$ cat config.mk
export PLATFORM = sky130hd
export DESIGN_NAME = gpp_port
export DESIGN_NICKNAME = d
export VERILOG_FILES = /design/src/gpp_pkg.sv /design/src/gpp_port.sv
export SDC_FILE = /design/constraint.sdc
export NUM_CORES = 1
export LEC_CHECK = 0
export BUFFER_PORTS_ARGS = -buffer_cell sky130_fd_sc_hd__buf_4
export CAP_MARGIN = 20
export CORE_MARGIN = 2
export CORE_UTILIZATION = 53
export DETAILED_ROUTE_END_ITERATION = 7
export GPL_ROUTABILITY_DRIVEN = 0
export PLACE_DENSITY_LB_ADDON = 0.15
export SLEW_MARGIN = 20
export SYNTH_ARGS = -nofsm -noshare
export SYNTH_HDL_FRONTEND = slang
export SYNTH_SLANG_ARGS = --single-unit
$ cat constraint.sdc
create_clock -name clk_sys -period 2.4 [get_ports clk_sys]
set_input_delay 0.12 -clock clk_sys [delete_from_list [all_inputs] [get_ports clk_sys]]
set_output_delay 0.12 -clock clk_sys [all_outputs]
set_load 0.02 [all_outputs]
$ cat src/gpp_pkg.sv
// constants for the multipurpose general pin port
package gpp_pkg;
   localparam int NPINS = 32;
   localparam int HALF = 16;
   localparam int AW = 8;
   localparam int DW = 16;

   // register byte addresses, one 16-bit half of the pin set each
   localparam logic [7:0] ADDR_MODE_LO = 8'h00;
   localparam logic [7:0] ADDR_DIR_LO = 8'h04;
   localparam logic [7:0] ADDR_DATA_LO = 8'h08;
   localparam logic [7:0] ADDR_MODE_HI = 8'h0C;
   localparam logic [7:0] ADDR_DIR_HI = 8'h10;
   localparam logic [7:0] ADDR_DATA_HI = 8'h14;

   // pin positions of the pins with a fixed or strap-chosen power-on setup
   localparam int PIN_UPPER_ADDR17 = 7;
   localparam int PIN_UPPER_ADDR18 = 8;
   localparam int PIN_UPPER_ADDR19 = 9;
   localparam int PIN_BUS_DIRECTION = 4;
   localparam int PIN_DATA_ENABLE = 5;
   localparam int PIN_SYNC_READY = 6;
   localparam int PIN_STATUS6_CLKSEL2 = 29;
   localparam int PIN_UPPER_HALF_CLKSEL1 = 26;

   localparam logic [31:0] ONE32 = 32'h0000_0001;
   localparam logic [31:0] UPPER_ADDR_MASK = (ONE32 << PIN_UPPER_ADDR17)
      | (ONE32 << PIN_UPPER_ADDR18) | (ONE32 << PIN_UPPER_ADDR19);
   localparam logic [31:0] BUS_CTRL_MASK = (ONE32 << PIN_BUS_DIRECTION)
      | (ONE32 << PIN_DATA_ENABLE) | (ONE32 << PIN_SYNC_READY);
   localparam logic [31:0] CLKSEL_MASK = (ONE32 << PIN_STATUS6_CLKSEL2)
      | (ONE32 << PIN_UPPER_HALF_CLKSEL1);

   // power-on setup: mode 0 everywhere, direction 1 except normal-use pins
   localparam logic [31:0] MODE_RST = 32'h0000_0000;
   localparam logic [31:0] DIR_RST = ~(UPPER_ADDR_MASK | BUS_CTRL_MASK);
   localparam logic [31:0] DATA_RST = 32'h0000_0000;
   // which pulled inputs pull up; the rest pull down
   localparam logic [31:0] PULL_UP_MAP = 32'hFFFF_0F0F | CLKSEL_MASK;
   localparam logic [15:0] ZERO16 = 16'h0000;
   localparam logic [31:0] PINS_LOW = 32'h0000_0000;
   localparam logic [31:0] PINS_HIGH = 32'hFFFF_FFFF;
endpackage

$ cat src/gpp_port.sv
// multipurpose general pin port: mode, direction and data registers over 32 pins
//
// The address map and the plain strobed port are this design's own decisions.
`timescale 1ns/10ps
`default_nettype none
module gpp_port
   import gpp_pkg::*;
(
   input wire logic clk_sys, // system clock, 100 MHz
   input wire logic resetn, // power-on reset, async, active low
   input wire logic watchdog_reset, // watchdog timer reset, sync, high
   input wire logic bus_override_strap_n, // override strap, low enables
   input wire logic [AW-1:0] reg_addr, // register byte address
   input wire logic [DW-1:0] reg_wdata, // register write data
   input wire logic reg_wr, // write strobe
   input wire logic reg_rd, // read strobe
   output logic [DW-1:0] reg_rdata_q, // read data, cycle after strobe
   input wire logic [NPINS-1:0] pin_in, // pad input levels
   output logic [NPINS-1:0] pin_out_q, // pad output levels
   output logic [NPINS-1:0] pin_oe_n_q, // pad output enables, low drives
   output logic [NPINS-1:0] pull_up_q, // weak pullup enables
   output logic [NPINS-1:0] pull_dn_q, // weak pulldown enables
   input wire logic [NPINS-1:0] func_out, // normal function output levels
   input wire logic [NPINS-1:0] func_oe // normal function drive, high drives
);

   function automatic logic [31:0] put_half(input logic [31:0] v, input logic hi,
                                            input logic [15:0] w);
      logic [31:0] r;
      r = v;
      if (hi)
      begin
         r[31:16] = w;
      end
      else
      begin
         r[15:0] = w;
      end
      return r;
   endfunction

   function automatic logic [15:0] get_half(input logic [31:0] v, input logic hi);
      return hi ? v[31:16] : v[15:0];
   endfunction

   logic [31:0] mode_q, mode_d;
   logic [31:0] dir_q, dir_d;
   logic [31:0] data_q, data_d;
   logic por_done_q;
   logic [31:0] sync1_q, sync2_q;
   logic [15:0] rdata_d;

   // configuration decode per pin
   wire [31:0] gen_out_w = mode_q & ~dir_q;
   wire [31:0] in_nopull_w = mode_q & dir_q;
   wire [31:0] in_pull_w = ~mode_q & dir_q;
   wire [31:0] normal_w = ~mode_q & ~dir_q;

   // register port decode; writes wait out the strap cycle and watchdog reset
   wire bus_ok = por_done_q & ~watchdog_reset;
   wire wr_ok = reg_wr & bus_ok;
   wire sel_mode_lo = (reg_addr == ADDR_MODE_LO);
   wire sel_mode_hi = (reg_addr == ADDR_MODE_HI);
   wire sel_dir_lo = (reg_addr == ADDR_DIR_LO);
   wire sel_dir_hi = (reg_addr == ADDR_DIR_HI);
   wire sel_data_lo = (reg_addr == ADDR_DATA_LO);
   wire sel_data_hi = (reg_addr == ADDR_DATA_HI);
   wire wr_mode = wr_ok & (sel_mode_lo | sel_mode_hi);
   wire wr_dir = wr_ok & (sel_dir_lo | sel_dir_hi);
   wire wr_data = wr_ok & (sel_data_lo | sel_data_hi);
   wire strap_now = ~por_done_q & ~bus_override_strap_n;

   // strap caught on the first edge after release, never under the async reset
   assign mode_d = strap_now ? (mode_q & ~CLKSEL_MASK)
                 : wr_mode ? put_half(mode_q, sel_mode_hi, reg_wdata) : mode_q;
   assign dir_d = strap_now ? (dir_q & ~CLKSEL_MASK)
                : wr_dir ? put_half(dir_q, sel_dir_hi, reg_wdata) : dir_q;
   assign data_d = wr_data ? put_half(data_q, sel_data_hi, reg_wdata) : data_q;

   // output drivers: normal function only reaches pins not in general mode
   wire [31:0] pin_out_d = (mode_q & data_q) | (~mode_q & func_out);
   wire [31:0] pin_oe_n_d = ~(gen_out_w | (normal_w & func_oe));
   wire [31:0] pull_up_d = in_pull_w & PULL_UP_MAP;
   wire [31:0] pull_dn_d = in_pull_w & ~PULL_UP_MAP;

   // outputs read back their data bit, everything else the synced pin
   wire [31:0] data_view = (gen_out_w & data_q) | (~gen_out_w & sync2_q);
   wire [15:0] rd_mux =
      (sel_mode_lo | sel_mode_hi) ? get_half(mode_q, sel_mode_hi) :
      (sel_dir_lo | sel_dir_hi) ? get_half(dir_q, sel_dir_hi) :
      (sel_data_lo | sel_data_hi) ? get_half(data_view, sel_data_hi) : ZERO16;
   assign rdata_d = (reg_rd & bus_ok) ? rd_mux : ZERO16;

   // watchdog reset is not wired here on purpose, so it cannot touch the setup
   always_ff @(posedge clk_sys or negedge resetn)
   begin
      if (!resetn)
      begin
         mode_q <= MODE_RST;
         dir_q <= DIR_RST;
         data_q <= DATA_RST;
         por_done_q <= 1'b0;
      end
      else
      begin
         mode_q <= mode_d;
         dir_q <= dir_d;
         data_q <= data_d;
         por_done_q <= 1'b1;
      end
   end

   always_ff @(posedge clk_sys or negedge resetn)
   begin
      if (!resetn)
      begin
         sync1_q <= PINS_LOW;
         sync2_q <= PINS_LOW;
      end
      else
      begin
         sync1_q <= pin_in;
         sync2_q <= sync1_q;
      end
   end

   always_ff @(posedge clk_sys or negedge resetn)
   begin
      if (!resetn)
      begin
         pin_out_q <= PINS_LOW;
         pin_oe_n_q <= PINS_HIGH;
         pull_up_q <= PINS_LOW;
         pull_dn_q <= PINS_LOW;
         reg_rdata_q <= ZERO16;
      end
      else
      begin
         pin_out_q <= pin_out_d;
         pin_oe_n_q <= pin_oe_n_d;
         pull_up_q <= pull_up_d;
         pull_dn_q <= pull_dn_d;
         reg_rdata_q <= rdata_d;
      end
   end
endmodule
`default_nettype wire

==> results of run 1 <==
==> sequential cells by signal, summed over array words and instances, names as in the netlist <==
signal and cells:
pull_up_q 24, por_done_q 1, sync2_q 32, pin_out_q 32, sync1_q 32, pull_dn_q 8
dir_q 32, data_q 32, mode_q 32, reg_rdata_q 16, pin_oe_n_q 32
==> layout by cell type, fill, tap and decap left out, drive strengths merged, types with 31 or more instances in the layout <==
| master | instances |
|---|---|
| buf | 259 |
| clkbuf | 38 |
| conb | 33 |
| dfrtp | 215 |
| dfstp | 58 |
| dlygate4sd3 | 115 |
| mux2 | 124 |
| mux2i | 36 |
| nand2b | 34 |
| nor2b | 31 |
| o21bai | 33 |
| o22ai | 46 |
==> where the power goes <==
group	leakage, nW	total [mW]	switching (mW)	internal [mW]
sequential	3.38	4.84	0.0684	4.77
combinational	3.56	0.908	0.454	0.454
clock	0.476	4.44	1.76	2.68
total	7.42	10.2	2.28	7.91
==> worst paths after layout <==
kind	depth (start not counted)	endpoint	startpoint
worst max-delay path	6	dir_q[29]	por_done_q
worst min register to register	0	sync2_q[26]	sync1_q[26]
worst min-delay path	3	reg_rdata_q[14]	reg_addr[2]
worst max register to register	6	dir_q[29]	por_done_q
max in group asynchronous	3	dir_q[14]	resetn
min in group asynchronous	2	pin_out_q[16]	resetn
==> per-layer routing <==
layer	up-vias	track usage, %
li1	3211	-
met1	3610	33.7
met2	280	44.5
met3	58	4.62
met4	0	9.85
met5	-	0
==> worst max-delay path: stages (launching register included) <==
cell and delay [ns]:
dfrtp_1 0.47, nand4_2 0.11, buf_4 0.22, nor3_4 0.27, buf_4 0.28, mux2i_1 0.20
dlygate4sd3_1 0.57
==> kinds of logic after synthesis <==
family,share of synthesized area [%]
other,0.0713
AND/OR/NAND/NOR,5.50
AO/OA/AOI/OAI,8.18
flip-flops,65.5
buffers and inverters,3.68
multiplexers,17.0
==> area by class of cell <==
class,instances,area (um2),area share (%)
timing repair buffer,374,3150,21.3
sequential,273,6900,46.7
clock buffer,38,810,5.48
inverter,4,15.0,0.102
multi-input combinational,400,3400,23.0
tap,265,332,2.24
clock inverter,14,154,1.04
antenna,1,2.50,0.0169
==> per-stage QoR <==
step,area [um2],hold WS [ns]
2_1_floorplan,10700,-0.176
3_3_place_gp,12700,0.137
3_5_place_dp,12700,0.135
4_1_cts,14800,0.0847
5_1_grt,14800,0.129
6_report,14800,0.104
==> run summary, run 1 <==
IO Pins: 270
Final Net Count: 1,207
Die Area: 0.0210 mm2
Hold/Removal Path Class: in -> reg
Dpl cells: 1,201
Initial Util: 54.1%
Warnings from Yosys: 0
CTS hold repair buffers: 115
WP data required: 2.87 ns
Share of layout cells above drive strength 1: 45.4%
Startpoint types: register
Global-route wire length before repair: 43.2 mm
CP Class: reg -> reg
Post-synth ARST share: 100%
Initial antenna violation count: 1
Highest Clock Rate: 457 MHz
GRT overflow: 0
Worst Setup End Kind: register
Gr usage total: 26.1%
Core box area: 0.0195 mm2
Post-synthesis register bit count: 273
Number of global-route vias before repair: 7,741
Tcrit/Tclk final: 91.3%
Syn Area/Cell: 15.1 um2
Post-synth top cells: 215 x dfrtp_1, 114 x mux2_2, 58 x dfstp_2, 46 x o22ai_1
Post-CTS sizing: 0
Metal3 WL: 1.70 mm
Clock Latency Late Sink: 0.53 ns
Min cycle time layout: 2.19 ns
Worst EP arrival: 2.66 ns
Final setup TNS: 0 ns
Placement Setup Slack: 0.377 ns
Slew margin rel.: 28.9%
Hold Vio Cnt, Final: 0
Area leader, netlist: dfrtp_1
Synth cell types: 36
Number of CTS-inserted buffers: 28
Top Layer Used: met4
WL per Instance: 20.0 um
Worst-path maximum fanout: 11
Fin cells: 1,369
CTS tree: built
Largest net degree at the start of global routing: 73
Maximum clock insertion buffer count: 3
Max Cap Viol: 0
P&R area growth vs syn: 40.2%
Status: finished, final reports clean
RSZ-0062 raised after global routing: false
Worst setup margin: 0.210 ns
# setup viols final: 0
Tot Pwr: 10.2 mW
Area contributors post-synth: dfrtp_1 51%, dfstp_2 14%, mux2_2 12%
Vias: 7,159
Initial DRC Count: 345
M1 WL: 10.9 mm
Routed vias/inst: 5.23
Row cnt: 51
Cell with the most instances after synthesis: dfrtp_1
Finished Core Util: 75.9%
Port Buf Inserts: 237
Number of fill cells: 1,212
Clk slew on worst S/H paths: 0.07 ns
Routed Antenna Nets: 0
Worst slew pin tran: 1.06 ns
Post-Syn Area: 0.0105 mm2
Flop-to-flop setup slack: 0.21 ns
Peak VDD IR: 0.597 mV
Final Max Tran Viols: 0
Die span in y: 145 um
Post-synth top area share: 51.1%
Synthesized instance count: 698
Setup Skew: 0.0138 ns
Cell Pwr Density: 690 mW/mm2
Drt total wl: 27.3 mm
Routed length on met2: 13.9 mm
Root buffer cell: clkbuf_16
Die Wd: 145 um
Leakage power: 7.42 nW
Commonest register cell after synthesis: dfrtp_1
Setup Fix Bufs, Post-CTS: 0
HPWL Detailed: 17.3 mm
Post-synth EDFFs: 0
Clk sinks: 273
Drt first pass iters: 4
Drc violations: 0
H-tree levels: 1
Register area share after synthesis: 65.5%
No activity file was read; power rests on OpenSTA's default activity.
==> run 2, diff against run 1 <==
--- a/config.mk
+++ b/config.mk
@@ -12,6 +12,7 @@
 export DETAILED_ROUTE_END_ITERATION = 7
 export GPL_ROUTABILITY_DRIVEN = 0
 export PLACE_DENSITY_LB_ADDON = 0.15
+export RECOVER_POWER = 100
 export SLEW_MARGIN = 20
 export SYNTH_ARGS = -nofsm -noshare
 export SYNTH_HDL_FRONTEND = slang
==> run 2 against run 1 <==
- the run now ends with max-capacitance violations, max-slew violations left
- via count increased by 0.18%
- cell area decreased by 3.7%
- clock-buffer cell count unchanged
- total power decreased by 0.70%
- global-route usage unchanged
- maximum frequency decreased by 3.4%
- hold slack got worse by 0.0029 ns
- utilization decreased by 2.8 points
- sequential power about the same
==> run summary, run 2 (synthesized netlist as in run 1, its figures left out) <==
Die span in y: 145 um (unchanged)
Final setup TNS: 0 ns (unchanged)
RSZ-0062 raised after global routing: false
WL per Instance: 20.0 um (+0.20%)
Slew margin rel.: -25.3% (-54 points)
Core box area: 0.0195 mm2 (unchanged)
Routed Antenna Nets: 0 (unchanged)
Final Net Count: 1,207 (unchanged)
Reg2reg end: data_q[22]
Row cnt: 51 (unchanged)
Number of global-route vias before repair: 7,741 (unchanged)
Tot Pwr: 10.1 mW (-0.70%)
Max Cap Viol: 1 (+1)
Tcrit/Tclk final: 94.5% (+3.2 points)
Root buffer cell: clkbuf_16
Gr usage total: 26.1% (unchanged)
Post-CTS sizing: 0 (unchanged)
Initial antenna violation count: 1 (unchanged)
WHS: 0.101 ns (-0.00294 ns)
Worst-path maximum fanout: 10 (-1)
WHS Path Cells: 3 (unchanged)
Setup Fix Bufs, Post-CTS: 0 (unchanged)
Most common cell after layout, fill and taps aside: dfrtp_1
Share of layout cells above drive strength 1: 31.1% (-14 points)
# setup viols final: 0 (unchanged)
Initial DRC Count: 362 (+4.9%)
Final Max Tran Viols: 71 (+71)
Violated checks: max-capacitance violations, max-slew violations
HPWL Detailed: 17.3 mm (unchanged)
CP max stage cell: nor2_1
Clock Latency Late Sink: 0.53 ns (about the same)
CP Class: reg -> reg
Hold Vio Cnt, Final: 0 (unchanged)
CTS hold repair buffers: 115 (unchanged)
Highest Clock Rate: 441 MHz (-3.4%)
Worst slew pin tran: 1.88 ns (+0.819 ns)
Number of CTS-inserted buffers: 28 (unchanged)
Worst Setup End Kind: register
Drc violations: 0 (unchanged)
Routed vias/inst: 5.24 (+0.18%)
Number of fill cells: 1,404 (+16%)
Clk sinks: 273 (unchanged)
GRT overflow: 0 (unchanged)
Die Area: 0.0210 mm2 (unchanged)
Top Family by Delay on Critical Path: simple AND/OR/NAND/NOR gates
Status: finished, violations left
Startpoint types: register
Vias: 7,172 (+0.18%)
Worst EP arrival: 2.67 ns (about the same)
Hold Crit Start: reg_addr[2]
H-tree levels: 1 (unchanged)
Setup Skew: 0.0138 ns (+0.0000150 ns)
Worst reg2reg startpoint: por_done_q
Cell Pwr Density: 711 mW/mm2 (+3.1%)
Port Buf Inserts: 237 (unchanged)
Drt total wl: 27.4 mm (+0.20%)
Die Wd: 145 um (unchanged)
Min cycle time layout: 2.27 ns (+0.0768 ns)
Clk slew on worst S/H paths: 0.07 ns (about the same)
Maximum clock insertion buffer count: 3 (unchanged)
Hold/Removal Path Class: in -> reg
Largest net degree at the start of global routing: 73 (unchanged)
Global-route wire length before repair: 43.2 mm (unchanged)
CP Cell Sequence: nand4_2, buf_4, nor2_1, buf_12, mux2_2
Worst setup margin: 0.133 ns (-0.0768 ns)
Worst Path Buf+Inv: 2 (-1)
P&R area growth vs syn: 35.0%
Initial Util: 54.1% (unchanged)
Leading cell types in the layout, fill and taps excluded: 215 x dfrtp_1, 124 x clkbuf_1, 115 x dlygate4sd3_1
CTS tree: built
WHS Endpoint: reg_rdata_q[14]
Leakage power: 6.90 nW (-7.0%)
WP data required: 2.80 ns (-0.07 ns)
Finished Core Util: 73.1% (-2.8 points)
Crit path largest cell delay: 0.78 ns (+0.21 ns)
Cell count of the worst reg-to-reg path: 5 (-1)
IO Pins: 270 (unchanged)
Drt first pass iters: 5 (+1)
Peak VDD IR: 0.596 mV (-0.10%)
Placement Setup Slack: 0.377 ns (unchanged)
Flop-to-flop setup slack: 0.13 ns (-0.08 ns)
-- run 2: cell types whose count changed in the layout (fill, tap and decap cells not counted), sizes merged --
cell,before,now
buf,259,107
clkbuf,38,190
-- run 2: worst max path at each step --
stage                 from    endpoint  slack [ns]  depth (start not counted)
2_1_floorplan  reg_addr[4]  data_q[10]        0.52                          8
3_3_place_gp   reg_addr[1]   data_q[4]        0.41                          5
3_5_place_dp   reg_addr[1]  data_q[15]        0.38                          5
4_1_cts         por_done_q   dir_q[29]        0.23                          6
5_1_grt         por_done_q  data_q[23]        0.09                          5
6_report        por_done_q  data_q[22]        0.13                          5
-- run 2: routing by layer --
layer	track usage [%]	share of wire (%)	vias up
met3	4.62	6.0	58
met2	44.5	51	283
met4	9.85	3.1	0
met5	0	0	-
met1	33.7	40	3621
li1	-	-	3210
-- run 2: report_power, final --
part	leakage, nW	internal, mW	switching, mW
combinational	3.04	0.392	0.451
sequential	3.39	4.77	0.0672
clock	0.476	2.68	1.76
total	6.90	7.84	2.28
-- run 2: final cells by class --
| cell class | instances | area, um2 | share of cell area [%] |
|---|---|---|---|
| multi-input combinational | 400 | 3320 | 23.4 |
| antenna | 1 | 2.50 | 0.0176 |
| tap | 265 | 332 | 2.33 |
| clock inverter | 14 | 154 | 1.08 |
| timing repair buffer | 374 | 2680 | 18.9 |
| clock buffer | 38 | 810 | 5.69 |
| inverter | 4 | 15.0 | 0.106 |
| sequential | 273 | 6900 | 48.5 |
-- run 2: tightest hold or removal path: stages --
cell and delay (ns):
buf_4 0.14, a221oi_1 0.09, o221a_2 0.25
-- run 2: metrics by stage --
step	instances	area (um2)
2_1_floorplan	729	10700
4_1_cts	1368	14800
5_1_grt	1369	14200
3_3_place_gp	1201	12700
3_5_place_dp	1201	12700
6_report	1369	14200
==> run 3, diff against run 2 <==
--- a/config.mk
+++ b/config.mk
@@ -8,7 +8,8 @@
 export BUFFER_PORTS_ARGS = -buffer_cell sky130_fd_sc_hd__buf_4
 export CAP_MARGIN = 20
 export CORE_MARGIN = 2
-export CORE_UTILIZATION = 53
+export CORE_UTILIZATION = 55
+export CTS_BUF_LIST = sky130_fd_sc_hd__clkbuf_8
 export DETAILED_ROUTE_END_ITERATION = 7
 export GPL_ROUTABILITY_DRIVEN = 0
 export PLACE_DENSITY_LB_ADDON = 0.15
==> run 3 against run 2 <==
- the run still ends with max-capacitance violations, max-slew violations left
- combinational power is 1% higher
- final cell count is 0.44% lower
- cell area is 1.3% lower
- register-to-register slack better by 0.18 ns
- critical path depth is 2 lower
- total power is 6.5% lower
- clock skew is 0.020 ns higher
- clock-buffer cell count is 17 higher
- non-clock buffer count is 1 higher
- largest cell class unchanged
- largest power group unchanged
- highest routed layer unchanged
==> run summary, run 3 (synthesized netlist as in run 1, its figures left out) <==
Die Wd: 142 um (-1.8%)
Hold Crit Start: reg_addr[2]
Antenna cells: 0 (-1)
Die span in y: 142 um (-1.8%)
HPWL Detailed: 17.7 mm (+2.3%)
Leading cell types in the layout, fill and taps excluded: 215 x dfrtp_1, 119 x clkbuf_1, 115 x dlygate4sd3_1
Drc violations: 0 (unchanged)
Worst Setup End Kind: register
M1 WL: 11.2 mm (+1.2%)
Hold/Removal Path Class: in -> reg
Worst slew pin tran: 1.89 ns (+0.0150 ns)
Placed cell areas: 0.0126 mm2 (-0.39%)
Hold Vio Cnt, Final: 0 (unchanged)
WP data required: 2.82 ns (+0.02 ns)
Root buffer cell: clkbuf_8
Clock Latency Late Sink: 0.55 ns (+0.02 ns)
WHS Path Cells: 3 (unchanged)
Slew margin rel.: -26.3% (-1.0 points)
Worst EP arrival: 2.51 ns (-0.16 ns)
# setup viols final: 0 (unchanged)
Final Net Count: 1,223 (+1.3%)
Crit path capture: data_q[1]
Initial Util: 56.1% (+2.0 points)
GRT overflow: 0 (unchanged)
Cell count of the worst reg-to-reg path: 3 (-2)
Global-route wire length before repair: 43.6 mm (+1.1%)
Highest Clock Rate: 479 MHz (+8.5%)
Tcrit/Tclk final: 87.0% (-7.4 points)
P&R area growth vs syn: 33.2%
Comb power frac: 9.0% (+0.7 points)
Share of layout cells above drive strength 1: 31.1% (about the same)
Leakage power: 6.92 nW (+0.29%)
P_sw: 2.25 mW (-1.0%)
Most common cell after layout, fill and taps aside: dfrtp_1
Vias: 7,368 (+2.7%)
Core box area: 0.0188 mm2 (-3.6%)
Max Cap Viol: 1 (unchanged)
Final instance area: 0.0140 mm2 (-1.3%)
Routed Antenna Nets: 0 (unchanged)
Switching share of total power: 23.8% (+1.3 points)
Largest net degree at the start of global routing: 84 (+15%)
IO Pins: 270 (unchanged)
Initial antenna violation count: 0 (-1)
Clock network power share: 39.9% (-4.0 points)
Cell Pwr Density: 674 mW/mm2 (-5.3%)
Routed length on met2: 14.2 mm (+2.3%)
Final setup TNS: 0 ns (unchanged)
CTS hold repair buffers: 115 (unchanged)
Gr usage total: 28.2% (+2.1 points)
Routed vias/inst: 5.41 (+3.2%)
Startpoint types: register
Internal: 7.21 mW (-8.1%)
Row cnt: 50 (-2.0%)
Maximum clock insertion buffer count: 3 (unchanged)
Violated checks: max-capacitance violations, max-slew violations
Min cycle time layout: 2.09 ns (-0.178 ns)
Worst-path maximum fanout: 16 (+6)
Clk sinks: 273 (unchanged)
Post-CTS sizing: 0 (unchanged)
CP Class: reg -> reg
Port Buf Inserts: 237 (unchanged)
Number of CTS-inserted buffers: 43 (+54%)
Flop-to-flop setup slack: 0.31 ns (+0.18 ns)
Final Max Tran Viols: 82 (+15%)
Reg2reg end: data_q[1]
Die Area: 0.0203 mm2 (-3.5%)
WL per Instance: 20.7 um (+3.4%)
Drt total wl: 28.2 mm (+3.0%)
Status: finished, violations left
Top Layer Used: met4
Metal3 WL: 1.73 mm (+4.2%)
Clk slew on worst S/H paths: 0.07 ns (about the same)
Finished Core Util: 74.8% (+1.7 points)
Setup Skew: 0.0341 ns (+0.0203 ns)
CTS tree: built
H-tree levels: 2 (+1)
Crit path launch: por_done_q
Setup Fix Bufs, Post-CTS: 0 (unchanged)
Initial DRC Count: 447 (+23%)
Drt first pass iters: 4 (-1)
RSZ-0062 raised after global routing: false
Number of global-route vias before repair: 8,047 (+4.0%)
Peak VDD IR: 0.510 mV (-15%)
Flop pwr share: 51.1% (+3.3 points)
Worst reg2reg startpoint: por_done_q
## run 3: area by class of cell
cell class / count / area, um2
tap: 234 / 293
inverter: 4 / 15.0
clock inverter: 22 / 85.1
timing repair buffer: 375 / 2680
clock buffer: 55 / 757
sequential: 273 / 6900
fill: 1306 / 4730
multi-input combinational: 400 / 3300
## run 3: worst min-delay path by stage
stage | to
after floorplan | data_q[0]
after global placement | pull_up_q[16]
after detailed placement | sync1_q[28]
after CTS | reg_rdata_q[14]
after global routing | reg_rdata_q[14]
final | reg_rdata_q[14]
## run 3: power by group through the flow
stage          logic (mW)  registers, mW  clock network (mW)
2_1_floorplan       0.264           4.98                   0
3_3_place_gp        0.739           4.91                   0
3_5_place_dp        0.758           4.92                   0
4_1_cts             0.913           4.84                3.83
5_1_grt             0.917           4.85                4.06
6_report            0.852           4.84                3.77
## run 3: routing by layer
| layer | vias up | GRT usage [%] |
|---|---|---|
| met3 | 91 | 4.91 |
| li1 | 3239 | - |
| met5 | - | 0 |
| met2 | 347 | 48.8 |
| met4 | 0 | 12.5 |
| met1 | 3691 | 35.0 |
## run 3: through the flow
step	power, mW	hold WS, ns	worst slack [ns]	std cells
floorplan	5.25	-0.176	0.525	729
global placement	5.65	0.150	0.403	1171
detailed placement	5.68	0.157	0.378	1171
CTS	9.59	0.0800	0.283	1363
global route	9.83	0.120	0.0951	1363
finish	9.46	0.0967	0.311	1363
## run 3: critical path, stage by stage (launching register included)
cell and delay (ns):
dfrtp_1 0.43, nand4_2 0.21, nor2_2 0.91, mux2_2 0.42
